===== config.mk =====
export PLATFORM = sky130hd
export DESIGN_NAME = scd_device_flat
export DESIGN_NICKNAME = d
export VERILOG_FILES = /design/src/scd_pkg.sv /design/src/scd_link_if.sv /design/src/scd_device.sv /design/src/flat_wrapper.sv
export SDC_FILE = /design/constraint.sdc
export NUM_CORES = 1
export LEC_CHECK = 0
export BUFFER_PORTS_ARGS = -buffer_cell sky130_fd_sc_hd__clkbuf_2
export CORE_MARGIN = 3
export CORE_UTILIZATION = 58
export CTS_CLUSTER_DIAMETER = 40
export DETAILED_ROUTE_END_ITERATION = 8
export PLACE_DENSITY = 0.8
export SLEW_MARGIN = 15
export SYNTH_ARGS = -nofsm -noshare
export SYNTH_HDL_FRONTEND = slang
export SYNTH_SLANG_ARGS = --single-unit

===== constraint.sdc =====
create_clock -name ref_clk -period 4.1 [get_ports ref_clk]
set_input_delay 0.41 -clock ref_clk [delete_from_list [all_inputs] [get_ports ref_clk]]
set_output_delay 0.41 -clock ref_clk [all_outputs]
set_load 0.05 [all_outputs]

===== src/scd_pkg.sv =====
// Shared constants and types of the serial command decoder
`default_nettype none
package scd_pkg;
	// ------------------------------------------------------------
	// Command byte layout
	// ------------------------------------------------------------
	localparam int CMD_BITS = 8;
	localparam int ADDR_BITS = 6;
	localparam logic [5:0] CMD_REG_ADDR = 6'h00;
	localparam int CMD_ZERO_BIT = 7;
	localparam int CMD_DIR_BIT = 6;
	localparam logic [2:0] MODE_GROUP = 3'h7;
	localparam int DATA_MAX = 24;
	localparam int RESET_ONES = 32;
	// ------------------------------------------------------------
	// Host controller registers (byte addresses)
	// ------------------------------------------------------------
	localparam logic [7:0] HOST_CTRL = 8'h00;
	localparam logic [7:0] HOST_TXDATA = 8'h04;
	localparam logic [7:0] HOST_RXDATA = 8'h08;
	localparam logic [7:0] HOST_STATUS = 8'h0c;
	localparam int CTRL_LEN_LSB = 8;
	localparam int CTRL_RST_BIT = 16;
	localparam int STAT_BUSY_BIT = 0;
	localparam int STAT_DONE_BIT = 1;
	// ------------------------------------------------------------
	// Timing
	// ------------------------------------------------------------
	localparam int REF_MHZ = 40;
	localparam int SCLK_HALF_NS = 200;
	localparam int SCLK_HALF_CYC = (SCLK_HALF_NS * REF_MHZ + 999) / 1000;
	// ------------------------------------------------------------
	// State types
	// ------------------------------------------------------------
	typedef enum logic [1:0] {D_CMD, D_WRITE, D_READ} scd_dstate_t;
	typedef enum logic [2:0] {H_IDLE, H_CMD, H_DATA, H_RESET, H_GAP}
		scd_hstate_t;
endpackage : scd_pkg
`default_nettype wire


===== src/scd_link_if.sv =====
// Four-wire serial link between host controller and device
`default_nettype none
interface scd_link_if;
	logic sclk;
	logic din;
	logic dout;
	logic csN;
	modport host (output sclk, output din, output csN, input dout);
	modport dev (input sclk, input din, input csN, output dout);
endinterface : scd_link_if
`default_nettype wire


===== src/scd_device.sv =====
// Device end: serial command byte decoder with interface reset
//
// Added by the designer: the strobe and data interface to the registers.
`default_nettype none
module scd_device #(
	parameter int DATA_MAX = scd_pkg::DATA_MAX,
	parameter int RESET_ONES = scd_pkg::RESET_ONES,
	localparam int LW = $clog2(DATA_MAX + 1),
	localparam int OW = $clog2(RESET_ONES + 1)
) (
	// Clock and reset
	input wire logic ref_clk,
	input wire logic rst_n,
	// Serial link
	scd_link_if.dev link,
	// Register side requests
	input wire logic [LW-1:0] xferLen,
	input wire logic [DATA_MAX-1:0] rdData,
	input wire logic diffMode,
	// Decoded command
	output logic cmdStrobe,
	output logic cmdRead,
	output logic [scd_pkg::ADDR_BITS-1:0] regAddr,
	output logic [2:0] chanSel,
	output logic [2:0] posInput,
	output logic [2:0] negInput,
	output logic negCommon,
	// Write data and resets
	output logic wrStrobe,
	output logic [DATA_MAX-1:0] wrData,
	output logic modeStrobe,
	output logic [2:0] modeChan,
	output logic linkReset
);
	// ------------------------------------------------------------
	// Channel to input mapping
	// ------------------------------------------------------------
	function automatic logic [2:0] pos_of(input logic [2:0] ch,
		input logic diff);
		pos_of = diff ? {ch[1:0], 1'b0} : ch;
	endfunction : pos_of

	function automatic logic [2:0] neg_of(input logic [2:0] ch);
		neg_of = {ch[1:0], 1'b1};
	endfunction : neg_of

	// ------------------------------------------------------------
	// Pin synchronisers and edge detection
	// ------------------------------------------------------------
	logic sclkS1, sclkS2, sclkS3;
	logic dinS1, dinS2;
	logic csS1, csS2;

	always_ff @(posedge ref_clk) begin
		if (!rst_n) begin
			sclkS1 <= 1'b1;
			sclkS2 <= 1'b1;
			sclkS3 <= 1'b1;
			dinS1 <= 1'b0;
			dinS2 <= 1'b0;
			csS1 <= 1'b1;
			csS2 <= 1'b1;
		end else begin
			sclkS1 <= link.sclk;
			sclkS2 <= sclkS1;
			sclkS3 <= sclkS2;
			dinS1 <= link.din;
			dinS2 <= dinS1;
			csS1 <= link.csN;
			csS2 <= csS1;
		end
	end

	logic selected, rise, fall;
	assign selected = !csS2;
	assign rise = selected && sclkS2 && !sclkS3;
	assign fall = selected && !sclkS2 && sclkS3;

	// ------------------------------------------------------------
	// All-ones interface reset detector
	// ------------------------------------------------------------
	logic [OW-1:0] onesCnt;
	logic onesHit;
	assign onesHit = rise && dinS2 &&
		onesCnt == OW'(RESET_ONES - 1);

	always_ff @(posedge ref_clk) begin
		if (!rst_n || !selected) begin
			onesCnt <= '0;
		end else if (rise) begin
			if (!dinS2 || onesHit) begin
				onesCnt <= '0;
			end else begin
				onesCnt <= OW'(onesCnt + 1'b1);
			end
		end
	end

	always_ff @(posedge ref_clk) begin
		if (!rst_n) begin
			linkReset <= 1'b0;
		end else begin
			linkReset <= onesHit;
		end
	end

	// ------------------------------------------------------------
	// Frame state and bit counting
	// ------------------------------------------------------------
	scd_pkg::scd_dstate_t state;
	logic [LW-1:0] bitCnt;
	logic [DATA_MAX-1:0] shiftIn;
	logic [scd_pkg::CMD_BITS-1:0] cmdByte;
	logic cmdDone, lastBit, writeDone;

	assign cmdByte = {shiftIn[scd_pkg::CMD_BITS-2:0], dinS2};
	assign cmdDone = rise && !onesHit && state == scd_pkg::D_CMD &&
		bitCnt == LW'(scd_pkg::CMD_BITS - 1);
	assign lastBit = LW'(bitCnt + 1'b1) == xferLen;
	assign writeDone = rise && !onesHit &&
		state == scd_pkg::D_WRITE && lastBit;

	always_ff @(posedge ref_clk) begin
		if (!rst_n || !selected || onesHit) begin
			state <= scd_pkg::D_CMD;
			bitCnt <= '0;
			shiftIn <= '0;
		end else if (cmdStrobe && xferLen == '0) begin
			state <= scd_pkg::D_CMD;
		end else if (rise) begin
			shiftIn <= {shiftIn[DATA_MAX-2:0], dinS2};
			case (state)
				scd_pkg::D_CMD: begin
					if (cmdDone) begin
						bitCnt <= '0;
						shiftIn <= '0;
						if (cmdByte[scd_pkg::CMD_DIR_BIT]) begin
							state <= scd_pkg::D_READ;
						end else begin
							state <= scd_pkg::D_WRITE;
						end
					end else begin
						bitCnt <= LW'(bitCnt + 1'b1);
					end
				end
				scd_pkg::D_WRITE, scd_pkg::D_READ: begin
					if (lastBit) begin
						state <= scd_pkg::D_CMD;
						bitCnt <= '0;
					end else begin
						bitCnt <= LW'(bitCnt + 1'b1);
					end
				end
				default: begin
					state <= scd_pkg::D_CMD;
					bitCnt <= '0;
				end
			endcase
		end
	end

	// ------------------------------------------------------------
	// Command decode outputs
	// ------------------------------------------------------------
	always_ff @(posedge ref_clk) begin
		if (!rst_n) begin
			cmdStrobe <= 1'b0;
			cmdRead <= 1'b0;
			regAddr <= scd_pkg::CMD_REG_ADDR;
			chanSel <= 3'h0;
			posInput <= 3'h0;
			negInput <= 3'h0;
			negCommon <= 1'b1;
		end else begin
			cmdStrobe <= cmdDone;
			if (cmdDone) begin
				cmdRead <= cmdByte[scd_pkg::CMD_DIR_BIT];
				regAddr <= cmdByte[scd_pkg::ADDR_BITS-1:0];
				chanSel <= cmdByte[2:0];
				posInput <= pos_of(cmdByte[2:0], diffMode);
				negInput <= neg_of(cmdByte[2:0]);
				negCommon <= !diffMode;
			end
		end
	end

	// ------------------------------------------------------------
	// Write data and mode channel
	// ------------------------------------------------------------
	always_ff @(posedge ref_clk) begin
		if (!rst_n) begin
			wrStrobe <= 1'b0;
			wrData <= '0;
			modeStrobe <= 1'b0;
			modeChan <= 3'h0;
		end else begin
			wrStrobe <= writeDone;
			modeStrobe <= writeDone &&
				regAddr[5:3] == scd_pkg::MODE_GROUP;
			if (writeDone) begin
				wrData <= {shiftIn[DATA_MAX-2:0], dinS2};
				if (regAddr[5:3] == scd_pkg::MODE_GROUP) begin
					modeChan <= regAddr[2:0];
				end
			end
		end
	end

	// ------------------------------------------------------------
	// Read data shifter, changes on falling serial edge
	// ------------------------------------------------------------
	logic [DATA_MAX-1:0] shiftOut;

	always_ff @(posedge ref_clk) begin
		if (!rst_n) begin
			shiftOut <= '0;
			link.dout <= 1'b0;
		end else if (cmdStrobe && cmdRead) begin
			shiftOut <= rdData << (DATA_MAX - int'(xferLen));
		end else if (fall && state == scd_pkg::D_READ) begin
			link.dout <= shiftOut[DATA_MAX-1];
			shiftOut <= {shiftOut[DATA_MAX-2:0], 1'b0};
		end
	end
endmodule : scd_device
`default_nettype wire


===== src/flat_wrapper.sv =====
// flat-port wrapper written by rule: the top's interface ports become plain ports
module scd_device_flat 
#(
	parameter int DATA_MAX = scd_pkg::DATA_MAX,
	parameter int RESET_ONES = scd_pkg::RESET_ONES,
	localparam int LW = $clog2(DATA_MAX + 1),
	localparam int OW = $clog2(RESET_ONES + 1)
)
  (ref_clk, rst_n, xferLen, rdData, diffMode, cmdStrobe, cmdRead, regAddr, chanSel, posInput, negInput, negCommon, wrStrobe, wrData, modeStrobe, modeChan, linkReset, link_sclk, link_din, link_csN, link_dout);
  scd_link_if link_i ();
  input wire logic ref_clk;
  input wire logic rst_n;
  input wire logic [LW-1:0] xferLen;
  input wire logic [DATA_MAX-1:0] rdData;
  input wire logic diffMode;
  output logic cmdStrobe;
  output logic cmdRead;
  output logic [scd_pkg::ADDR_BITS-1:0] regAddr;
  output logic [2:0] chanSel;
  output logic [2:0] posInput;
  output logic [2:0] negInput;
  output logic negCommon;
  output logic wrStrobe;
  output logic [DATA_MAX-1:0] wrData;
  output logic modeStrobe;
  output logic [2:0] modeChan;
  output logic linkReset;
  input wire logic [$bits(link_i.sclk)-1:0] link_sclk;
  input wire logic [$bits(link_i.din)-1:0] link_din;
  input wire logic [$bits(link_i.csN)-1:0] link_csN;
  output wire logic [$bits(link_i.dout)-1:0] link_dout;
  assign link_i.sclk = link_sclk;
  assign link_i.din = link_din;
  assign link_i.csN = link_csN;
  assign link_dout = link_i.dout;
  scd_device #(.DATA_MAX(DATA_MAX), .RESET_ONES(RESET_ONES)) u_core (.ref_clk(ref_clk), .rst_n(rst_n), .link(link_i), .xferLen(xferLen), .rdData(rdData), .diffMode(diffMode), .cmdStrobe(cmdStrobe), .cmdRead(cmdRead), .regAddr(regAddr), .chanSel(chanSel), .posInput(posInput), .negInput(negInput), .negCommon(negCommon), .wrStrobe(wrStrobe), .wrData(wrData), .modeStrobe(modeStrobe), .modeChan(modeChan), .linkReset(linkReset));
endmodule

==> results of run 1 <==
## where the power goes
group	internal [mW]	total [mW]	switching [mW]	leakage, nW
Sequential	1.08	1.08	0.00300	0.895
Clock	0.233	0.637	0.405	0.0888
Combinational	0.106	0.275	0.169	1.52
## logic make-up (layout without fill, tap and decap cells)
family	Yosys count	in the layout
and+or+nand+nor	225	225
AOI/OAI and AO/OA	207	207
DFF	111	111
buffers and inverters	73	120
muxes	57	57
xor gates and xnor gates	14	14
adders and majority gates	7	7
## final cells by class
cell class                      instances  share of cell area
Inverter                               12             0.00678
Sequential cell                       111               0.334
Timing Repair Buffer                   92              0.0727
Tap cell                              133              0.0250
Clock buffer                            9              0.0186
Multi-Input combinational cell        510               0.533
Clock inverter                          7             0.00922
## layout by cell type, fill, tap and decap left out, types with 14 or more instances in the layout
cell type and count:
a22oi_1 25, o32ai_1 14, mux2i_1 45, a21oi_1 26
a21boi_0 30, clkbuf_2 83, nand3_1 38, nor2_1 42
dfxtp_1 111, nand2_1 73, o21ai_0 46
## critical path, cell delays in order
cell and delay, ns:
clkbuf_2 0.21, inv_1 0.07, ha_1 1.00, mux2i_1 0.22, o32ai_1 0.36, nor2_1 0.13
or4_1 0.54, a211oi_2 0.21
## registers in the layout (all words and copies together), names as in the netlist, 2 cells and up
name and cells:
u_core.bitCnt 5, u_core.modeChan 3, u_core.negInput 2, u_core.onesCnt 6, u_core.posInput 3, u_core.regAddr 4
u_core.shiftIn 23, u_core.shiftOut 24, u_core.state 2, u_core.wrData 24
## per-stage QoR
step | hold slack (ns) | total power [mW] | utilization | setup slack, ns
2_1_floorplan | 0.386 | 1.30 | - | 1.08
3_3_place_gp | 0.399 | 1.37 | 0.646 | 0.975
3_5_place_dp | 0.410 | 1.37 | 0.646 | 0.873
4_1_cts | 0.213 | 2.00 | 0.665 | 1.29
5_1_grt | 0.205 | 2.05 | 0.665 | 1.06
6_report | 0.215 | 2.00 | 0.665 | 1.26
## worst paths after layout
path,from,to,depth (start not counted)
worst min-delay path,link_csN,u_core.csS1,2
worst min register to register,u_core.sclkS1,u_core.sclkS2,1
worst max-delay path,xferLen[1],u_core.shiftOut[22],8
worst max register to register,u_core.state[0],u_core.state[1],7
## per-layer routing
metal | wire length, µm | track usage
met5 | 0 | 0
met4 | 247 | 0.0649
met3 | 1270 | 0.0597
met2 | 7070 | 0.418
met1 | 7220 | 0.381
==> reports/metrics.cfg, run 1 <==
[run_status]
status=finished clean

[clocking]
cts_max_level=3
cts_root_buf=clkbuf_8
numCtsBuffers=9
cts_tree=yes
cts.clk_slew.worst_paths_ns=0.10
clk_latency_ns=0.40
clock_path_buffers=2
cts_setup_buffers=0
post_cts_resized=0
ctsHoldBuffers=0
clock_sinks=111

[pwr]
pwr_density_cell_nw_per_um2=300
p_leak_nw=2.51
ir_drop_uv=382

[yosys]
ys_seq_area_frac=0.365
synthCells=694
syn_avg_cell_area_um2=8.78
yosys_warnings=0
synth_fa_ha_area_frac=0.0144
synth_top_family_by_area=compound AO/OA/AOI/OAI gates
synthFlopType=dfxtp_1
yosysTopAreaCellShare=0.365
synth_edf_count=0
yosysTopAreaCell=dfxtp_1
synth_cell_type_count=75
ys_seq_elements=111
yosys.area_share.simple=0.188
netlist_area_um2=6090
yosys.cell_count.top_type=dfxtp_1
synth.top_cells.by_count=dfxtp_1, nand2_1, o21ai_0
muxShareOfSynthArea=0.109
synthTopCellsByArea=dfxtp_1, mux2i_1, nand2_1, o21ai_0, a21boi_0
synth_compound_area_frac=0.244
syn_nets=736
synth-xor-area-share=0.0236
async_reset_ff_frac=0

[timing]
maxSlewViolCount=0
tightestPinTransition_ns=1.08
rsz0062_at_grt=no
fin_crit_sh=0.694
hold_violations=0
setup_viol=0
fmaxAchievable_ghz=0.352
final.setup.tns_ns=0
finalCriticalPeriod_ns=2.84
maxSlewHeadroom=0.283
skew_ns=0.0143

[setup_path]
arrival_ns=3.16
rrSetupSlack_ns=1.56
critPathLaunchType=input port
crit_required_ns=4.42
critPathKind=input port to flop
cp-end-kind=flop
cp_max_fo=25

[cells_and_area]
area_growth_pct=9.12
layout.nets=778
diodes=0
finish.instance_area_um2=6650
fillerInstances=861
drive_gt1_frac=0.185
layoutNonFillerInstCount=874
seqCellArea_um2=2220
multi_input_comb_area_um2=3550

[floorplanning]
core.rowCount=36
dieArea_um2=11800
chipHeight_um=108
ioPinCount=84
dieWidth_um=108
start_util=0.609
core_um2=10000

[global_routing]
grt_pass1_vias=5159
grt_usage=0.269
antenna_found_initial=0
overflow=0
grt_max_degree=44
grt_first_pass_wirelength_um=25500

[placed_design]
hpwl_um=11300
gp_congestion=0.932
portBuffers=83
placed_area_um2=6460
dp.cells=858

[routing]
drt-vias-per-instance=6.35
drtIter0Drc=439
vias=5547
dr.pass1.iters=5
drc=0
drtAntennaViolNets=0
routed_wl_um=15800
routedWlPerCell_um=18.1

[flow_run]
max_cap_viol_count=0

[hold_path]
hold_class=input port to flop

No activity file was read; power rests on OpenSTA's default activity.
==> run 2: changes to the inputs <==
CORE_UTILIZATION = 52   (was 58)
PLACE_DENSITY = 0.76   (was 0.8)
clock period = 2.5 ns   (was 4.1 ns; I/O delays follow)
==> run 2 against run 1 <==
- sequential share of layout area shrank 1.5 points
- global-route usage shrank 1.3 points
- sequential power grew 65%
- combinational power grew 77%
- cell area grew 4.6%
- utilization shrank 4.0 points
- register-to-register slack lost 1.3 ns
- critical path depth shrank 2
- non-clock buffer count grew 23
==> reports/metrics.cfg, run 2 (same netlist as run 1, synthesis figures left out) <==
[pwr]
pwr_density_cell_nw_per_um2=524  ; +74%
switching_share=0.270  ; -0.0193
p_seq_frac=0.487  ; -0.056
combPwrFrac=0.134  ; -0.004
p_leak_nw=2.68  ; +6.7%
clkPwrFrac=0.379  ; +0.060
netSwitchingPower_uw=982  ; +70%
ir_drop_uv=464  ; +21%
p_int_mw=2.66  ; +87%

[setup_path]
arrival_ns=2.49  ; -0.67 ns
crit_required_ns=2.77  ; -1.65 ns
worstSetupStartpoint=u_core.sclkS2
cp_max_fo=10  ; -60%
critPathLaunchType=flop
cp-end-kind=flop
rr_endpoint=u_core.state[0]
rrSetupSlack_ns=0.28  ; -1.28 ns
r2r_start=u_core.sclkS2
critPathKind=flop to flop
reg2reg_depth=6  ; -1

[floorplanning]
core.rowCount=38  ; +5.6%
dieArea_um2=13100  ; +11%
core_um2=11100  ; +11%
chipHeight_um=114  ; +5.3%
dieWidth_um=114  ; +5.3%
start_util=0.548  ; -0.0617
ioPinCount=84  ; unchanged

[clocking]
cts_setup_buffers=0  ; unchanged
post_cts_resized=0  ; unchanged
clk_latency_ns=0.35  ; -0.05 ns
cts_tree=yes
clock_sinks=111  ; unchanged
cts_root_buf=clkbuf_16
cts.clk_slew.worst_paths_ns=0.07  ; -0.03 ns
numCtsBuffers=9  ; unchanged
cts_max_level=3  ; unchanged
clock_path_buffers=2  ; unchanged
ctsHoldBuffers=0  ; unchanged

[timing]
fin_ws_ns=0.276  ; -0.980 ns
maxSlewViolCount=0  ; unchanged
setup_viol=0  ; unchanged
maxSlewHeadroom=0.556  ; +0.274
skew_ns=0.00786  ; -0.00646 ns
rsz0062_at_grt=no
fin_crit_sh=0.889
finalCriticalPeriod_ns=2.22
tightestPinTransition_ns=0.664  ; -0.413 ns
final.setup.tns_ns=0  ; unchanged
hold_violations=0  ; unchanged
fmaxAchievable_ghz=0.450

[cells_and_area]
final_cell_mix=dfxtp_1, clkbuf_2, nand2_1
mostFrequentLayoutCell=dfxtp_1
drive_gt1_frac=0.209  ; +0.0245
reg.largest.list=u_core.shiftOut: 24 flops, u_core.wrData: 24 flops, u_core.shiftIn: 23 flops
diodes=0  ; unchanged
layout.nets=801  ; +3.0%
area_growth_pct=14.2
finish.instance_area_um2=6960  ; +4.6%

[placed_design]
hpwl_um=12100  ; +6.9%
portBuffers=83  ; unchanged
pre_cts_slack_ns=0.128  ; -0.744 ns
placed_area_um2=6680  ; +3.3%
gp_congestion=0.979  ; +5.0%

[hold_path]
worstHoldPathCells=2  ; unchanged
hold_class=input port to flop
min_to=u_core.csS1
worstHoldStart=link_csN

[global_routing]
grt_usage=0.256  ; -0.0130
grt_max_degree=47  ; +6.8%
grt_first_pass_wirelength_um=27100  ; +6.4%
overflow=0  ; unchanged
antenna_found_initial=0  ; unchanged
grt_pass1_vias=5416  ; +5.0%

[routing]
drtAntennaViolNets=0  ; unchanged
dr.pass1.iters=5  ; unchanged
drc=0  ; unchanged
routedWlPerCell_um=18.5  ; +2.1%
vias=5691  ; +2.6%
drt-vias-per-instance=6.30  ; -0.81%
drtIter0Drc=651  ; +48%
routed_wl_um=16700  ; +5.6%

[run_status]
status=finished clean

[flow_run]
max_cap_viol_count=0  ; unchanged

==> run 2: cell types whose count changed in the layout (fill, tap and decap cells not counted), sizes merged <==
| cell | before | now |
|---|---|---|
| buf | 9 | 32 |
| clkinv | 1 | 2 |
| inv | 16 | 15 |
==> run 2: power groups by stage <==
stage | Combinational, mW | Clock, mW | Sequential [mW]
6_report | 0.487 | 1.38 | 1.78
5_1_grt | 0.516 | 1.48 | 1.78
4_1_cts | 0.475 | 1.41 | 1.78
3_5_place_dp | 0.472 | 0 | 1.82
3_3_place_gp | 0.473 | 0 | 1.82
2_1_floorplan | 0.330 | 0 | 1.81
==> run 2: metal layers <==
| metal | GRT usage | part of all wire |
|---|---|---|
| met5 | 0 | 0 |
| met4 | 0.0705 | 0.017 |
| met3 | 0.0439 | 0.071 |
| met2 | 0.408 | 0.46 |
| met1 | 0.360 | 0.46 |
==> run 2: cell type report <==
| cell class | count | area, µm² |
|---|---|---|
| multi-input cells | 510 | 3550 |
| inverters | 12 | 45.0 |
| clock buffers | 9 | 225 |
| flip-flops and latches | 111 | 2220 |
| clock inverters | 7 | 56.3 |
| repair buffers | 115 | 681 |
| fillers | 1004 | 4170 |
| well taps | 140 | 175 |
==> run 2: critical path: stages, from the launching register on <==
cell      delay, ns
dfxtp_1        0.40
nor3b_1        0.49
buf_4          0.27
o2111a_1       0.23
nor2_1         0.09
nor3b_1        0.40
mux2i_1        0.26
==> run 2: through the flow <==
| step | hold slack [ns] | total power, mW | std cells | util |
|---|---|---|---|---|
| finish | 0.0847 | 3.64 | 904 | 0.625 |
| global route | 0.0818 | 3.77 | 904 | 0.625 |
| floorplan | 0.351 | 2.14 | 694 | - |
| global placement | 0.398 | 2.29 | 888 | 0.600 |
| detailed placement | 0.392 | 2.29 | 888 | 0.600 |
| CTS | 0.0756 | 3.66 | 904 | 0.625 |
==> run 2: how the worst max path moves through the flow <==
stage	end	depth (start not counted)
3_5_place_dp	u_core.shiftOut[22]	9
6_report	u_core.state[0]	6
2_1_floorplan	u_core.shiftOut[14]	12
4_1_cts	u_core.wrData[1]	7
3_3_place_gp	u_core.shiftOut[22]	9
5_1_grt	u_core.wrData[15]	7
==> run 3: changes to the inputs <==
ABC_AREA = 1   (was unset)
GPL_ROUTABILITY_DRIVEN = 0   (was unset)
==> run 3 against run 2 <==
- non-clock buffer count shrank 13
- clock power grew 3%
- largest cell class unchanged
- critical path depth grew 4
- first-iteration DRC count shrank 31%
- critical endpoint is now u_core.wrData[0]
- utilization shrank 2.0 points
- critical path type unchanged
- synthesized area shrank 3.0%
==> reports/metrics.cfg, run 3 <==
[cells_and_area]
finish.instance_area_um2=6650  ; -4.4%
drive_gt1_frac=0.193  ; -0.0167
layout.nets=966  ; +21%
final_util=0.606  ; -0.0196
reg.largest.list=u_core.shiftOut: 24 flops, u_core.wrData: 24 flops, u_core.shiftIn: 23 flops
area_growth_pct=12.6
mostFrequentLayoutCell=nand2_1
final_cell_mix=nand2_1, nand3_1, dfxtp_1
layoutNonFillerInstCount=1069  ; +18%
diodes=0  ; unchanged

[yosys]
syn_nets=908  ; +23%
synthCells=866  ; +25%
yosysTopAreaCell=dfxtp_1
async_reset_ff_frac=0  ; unchanged
netlist_area_um2=5910  ; -3.0%
ys_seq_area_frac=0.376  ; +0.0114
syn_avg_cell_area_um2=6.82  ; -22%
synth_edf_count=0  ; unchanged
yosys_warnings=0  ; unchanged
synth_cell_type_count=41  ; -45%
ys_seq_elements=111  ; unchanged
yosysTopAreaCellShare=0.376  ; +0.0114
synthFlopType=dfxtp_1
synthTopCellsByArea=dfxtp_1, nand2_1, nand3_1, a21oi_1, inv_1
synth.top_cells.by_count=nand2_1, nand3_1, dfxtp_1
yosys.cell_count.top_type=nand2_1

[placed_design]
portBuffers=83  ; unchanged
dp.cells=1053  ; +19%
hpwl_um=10100  ; -17%
placed_area_um2=6350  ; -4.8%
pre_cts_slack_ns=0.321  ; +0.193 ns

[routing]
drt-vias-per-instance=5.36  ; -15%
routedWlPerCell_um=13.4  ; -28%
drtIter0Drc=451  ; -31%
dr.pass1.iters=5  ; unchanged
vias=5730  ; +0.69%
drtAntennaViolNets=0  ; unchanged
routed_wl_um=14300  ; -14%
drc=0  ; unchanged

[setup_path]
rrSetupSlack_ns=0.46  ; +0.18 ns
slowest_stage=dfxtp_1
critPathKind=flop to flop
critPathLaunchType=flop
r2r_start=u_core.onesCnt[0]
crit_required_ns=2.70  ; -0.07 ns
arrival_ns=2.24  ; -0.25 ns
cp_max_fo=24  ; +14
reg2reg_depth=10  ; +4
rr_endpoint=u_core.wrData[0]
cp-end-kind=flop
worstSetupEndpoint=u_core.wrData[0]
worstSetupStartpoint=u_core.onesCnt[0]
crit_chain=ha_1, nand3_1, nor3_1, nand3_1, nand2_1, nor2_2, nand2_4, clkinv_4, nand2_1, a21oi_1
cp_slowest_stage_delay_ns=0.37  ; -0.12 ns

[global_routing]
antenna_found_initial=0  ; unchanged
overflow=0  ; unchanged
grt_pass1_vias=5162  ; -4.7%
grt_usage=0.223  ; -0.0331
grt_max_degree=59  ; +26%
grt_first_pass_wirelength_um=23900  ; -12%

[clocking]
numCtsBuffers=9  ; unchanged
clock_sinks=111  ; unchanged
cts_root_buf=clkbuf_16
cts.clk_slew.worst_paths_ns=0.08  ; about the same
clock_path_buffers=2  ; unchanged
clk_latency_ns=0.34  ; about the same
ctsHoldBuffers=0  ; unchanged
cts_setup_buffers=0  ; unchanged
post_cts_resized=0  ; unchanged
cts_tree=yes
cts_max_level=3  ; unchanged

[floorplanning]
ioPinCount=84  ; unchanged
start_util=0.538  ; -0.00964
core_um2=11000  ; -1.3%
dieWidth_um=113  ; -1.4%
chipHeight_um=113  ; -1.4%
core.rowCount=38  ; unchanged
dieArea_um2=12700  ; -2.9%

[pwr]
p_leak_nw=2.83  ; +5.6%
ir_drop_uv=460  ; -0.81%
power_mw=3.64  ; about the same
pwr_density_cell_nw_per_um2=547  ; +4.5%

[timing]
skew_ns=0.00791  ; +0.0000491 ns
hold_violations=0  ; unchanged
maxSlewViolCount=0  ; unchanged
rsz0062_at_grt=no
maxSlewHeadroom=0.506  ; -0.0504
whs_ns=0.0798  ; -0.00485 ns
setup_viol=0  ; unchanged
fin_crit_sh=0.816  ; -0.0736
final.setup.tns_ns=0  ; unchanged
tightestPinTransition_ns=0.741  ; +0.0776 ns
fin_ws_ns=0.460  ; +0.184 ns
finalCriticalPeriod_ns=2.04  ; -0.184 ns
fmaxAchievable_ghz=0.490  ; +9.0%

[hold_path]
worstHoldStart=link_din
hold_class=input port to flop
worstHoldPathCells=3  ; +1

[run_status]
status=finished clean

[flow_run]
max_cap_viol_count=0  ; unchanged

==> run 3: report_power, final <==
group	internal, mW	leakage [nW]	switching [mW]
logic	0.140	1.78	0.303
registers	1.77	0.895	0.00335
clock network	0.731	0.150	0.692
total	2.64	2.83	0.999
==> run 3: worst min path at each step <==
stage and to:
2_1_floorplan u_core.dinS1, 5_1_grt u_core.sclkS1, 3_3_place_gp u_core.dinS2, 6_report u_core.dinS1, 4_1_cts u_core.dinS1, 3_5_place_dp u_core.sclkS2
==> run 3: critical path: cells and delay by family, from the launching register on <==
kind                       cells  cell delay, ns
adders and majority gates      1            0.21
DFF                            1            0.37
AOI/OAI and AO/OA              1            0.06
buffers and inverters          1            0.23
and+or+nand+nor                7            1.01
==> run 3: final cells by class <==
cell class | instances | area, µm²
clock buffers | 10 | 239
clock inverters | 6 | 61.3
fillers | 1056 | 4330
inverters | 82 | 317
multi-input cells | 618 | 3080
flip-flops and latches | 111 | 2220
well taps | 140 | 175
repair buffers | 102 | 558
==> run 3: kinds of logic (layout without fill, tap and decap cells) <==
family,after synthesis,in the layout,share of synthesized area
simple gates,430,430,0.325
compound gates,171,171,0.166
buf+inv,137,200,0.102
flops,111,111,0.376
xor+xnor,9,9,0.0146
fa+ha+maj,7,7,0.0148
mux,1,1,0.00169
==> run 3: per-layer routing <==
| layer | wire, µm | track usage | share of wire | up-vias |
|---|---|---|---|---|
| li1 | - | - | - | 2971 |
| met1 | 6720 | 0.307 | 0.47 | 2589 |
| met2 | 6630 | 0.364 | 0.46 | 150 |
| met3 | 739 | 0.0426 | 0.052 | 20 |
| met4 | 187 | 0.0513 | 0.013 | 0 |
| met5 | 0 | 0 | 0 | - |
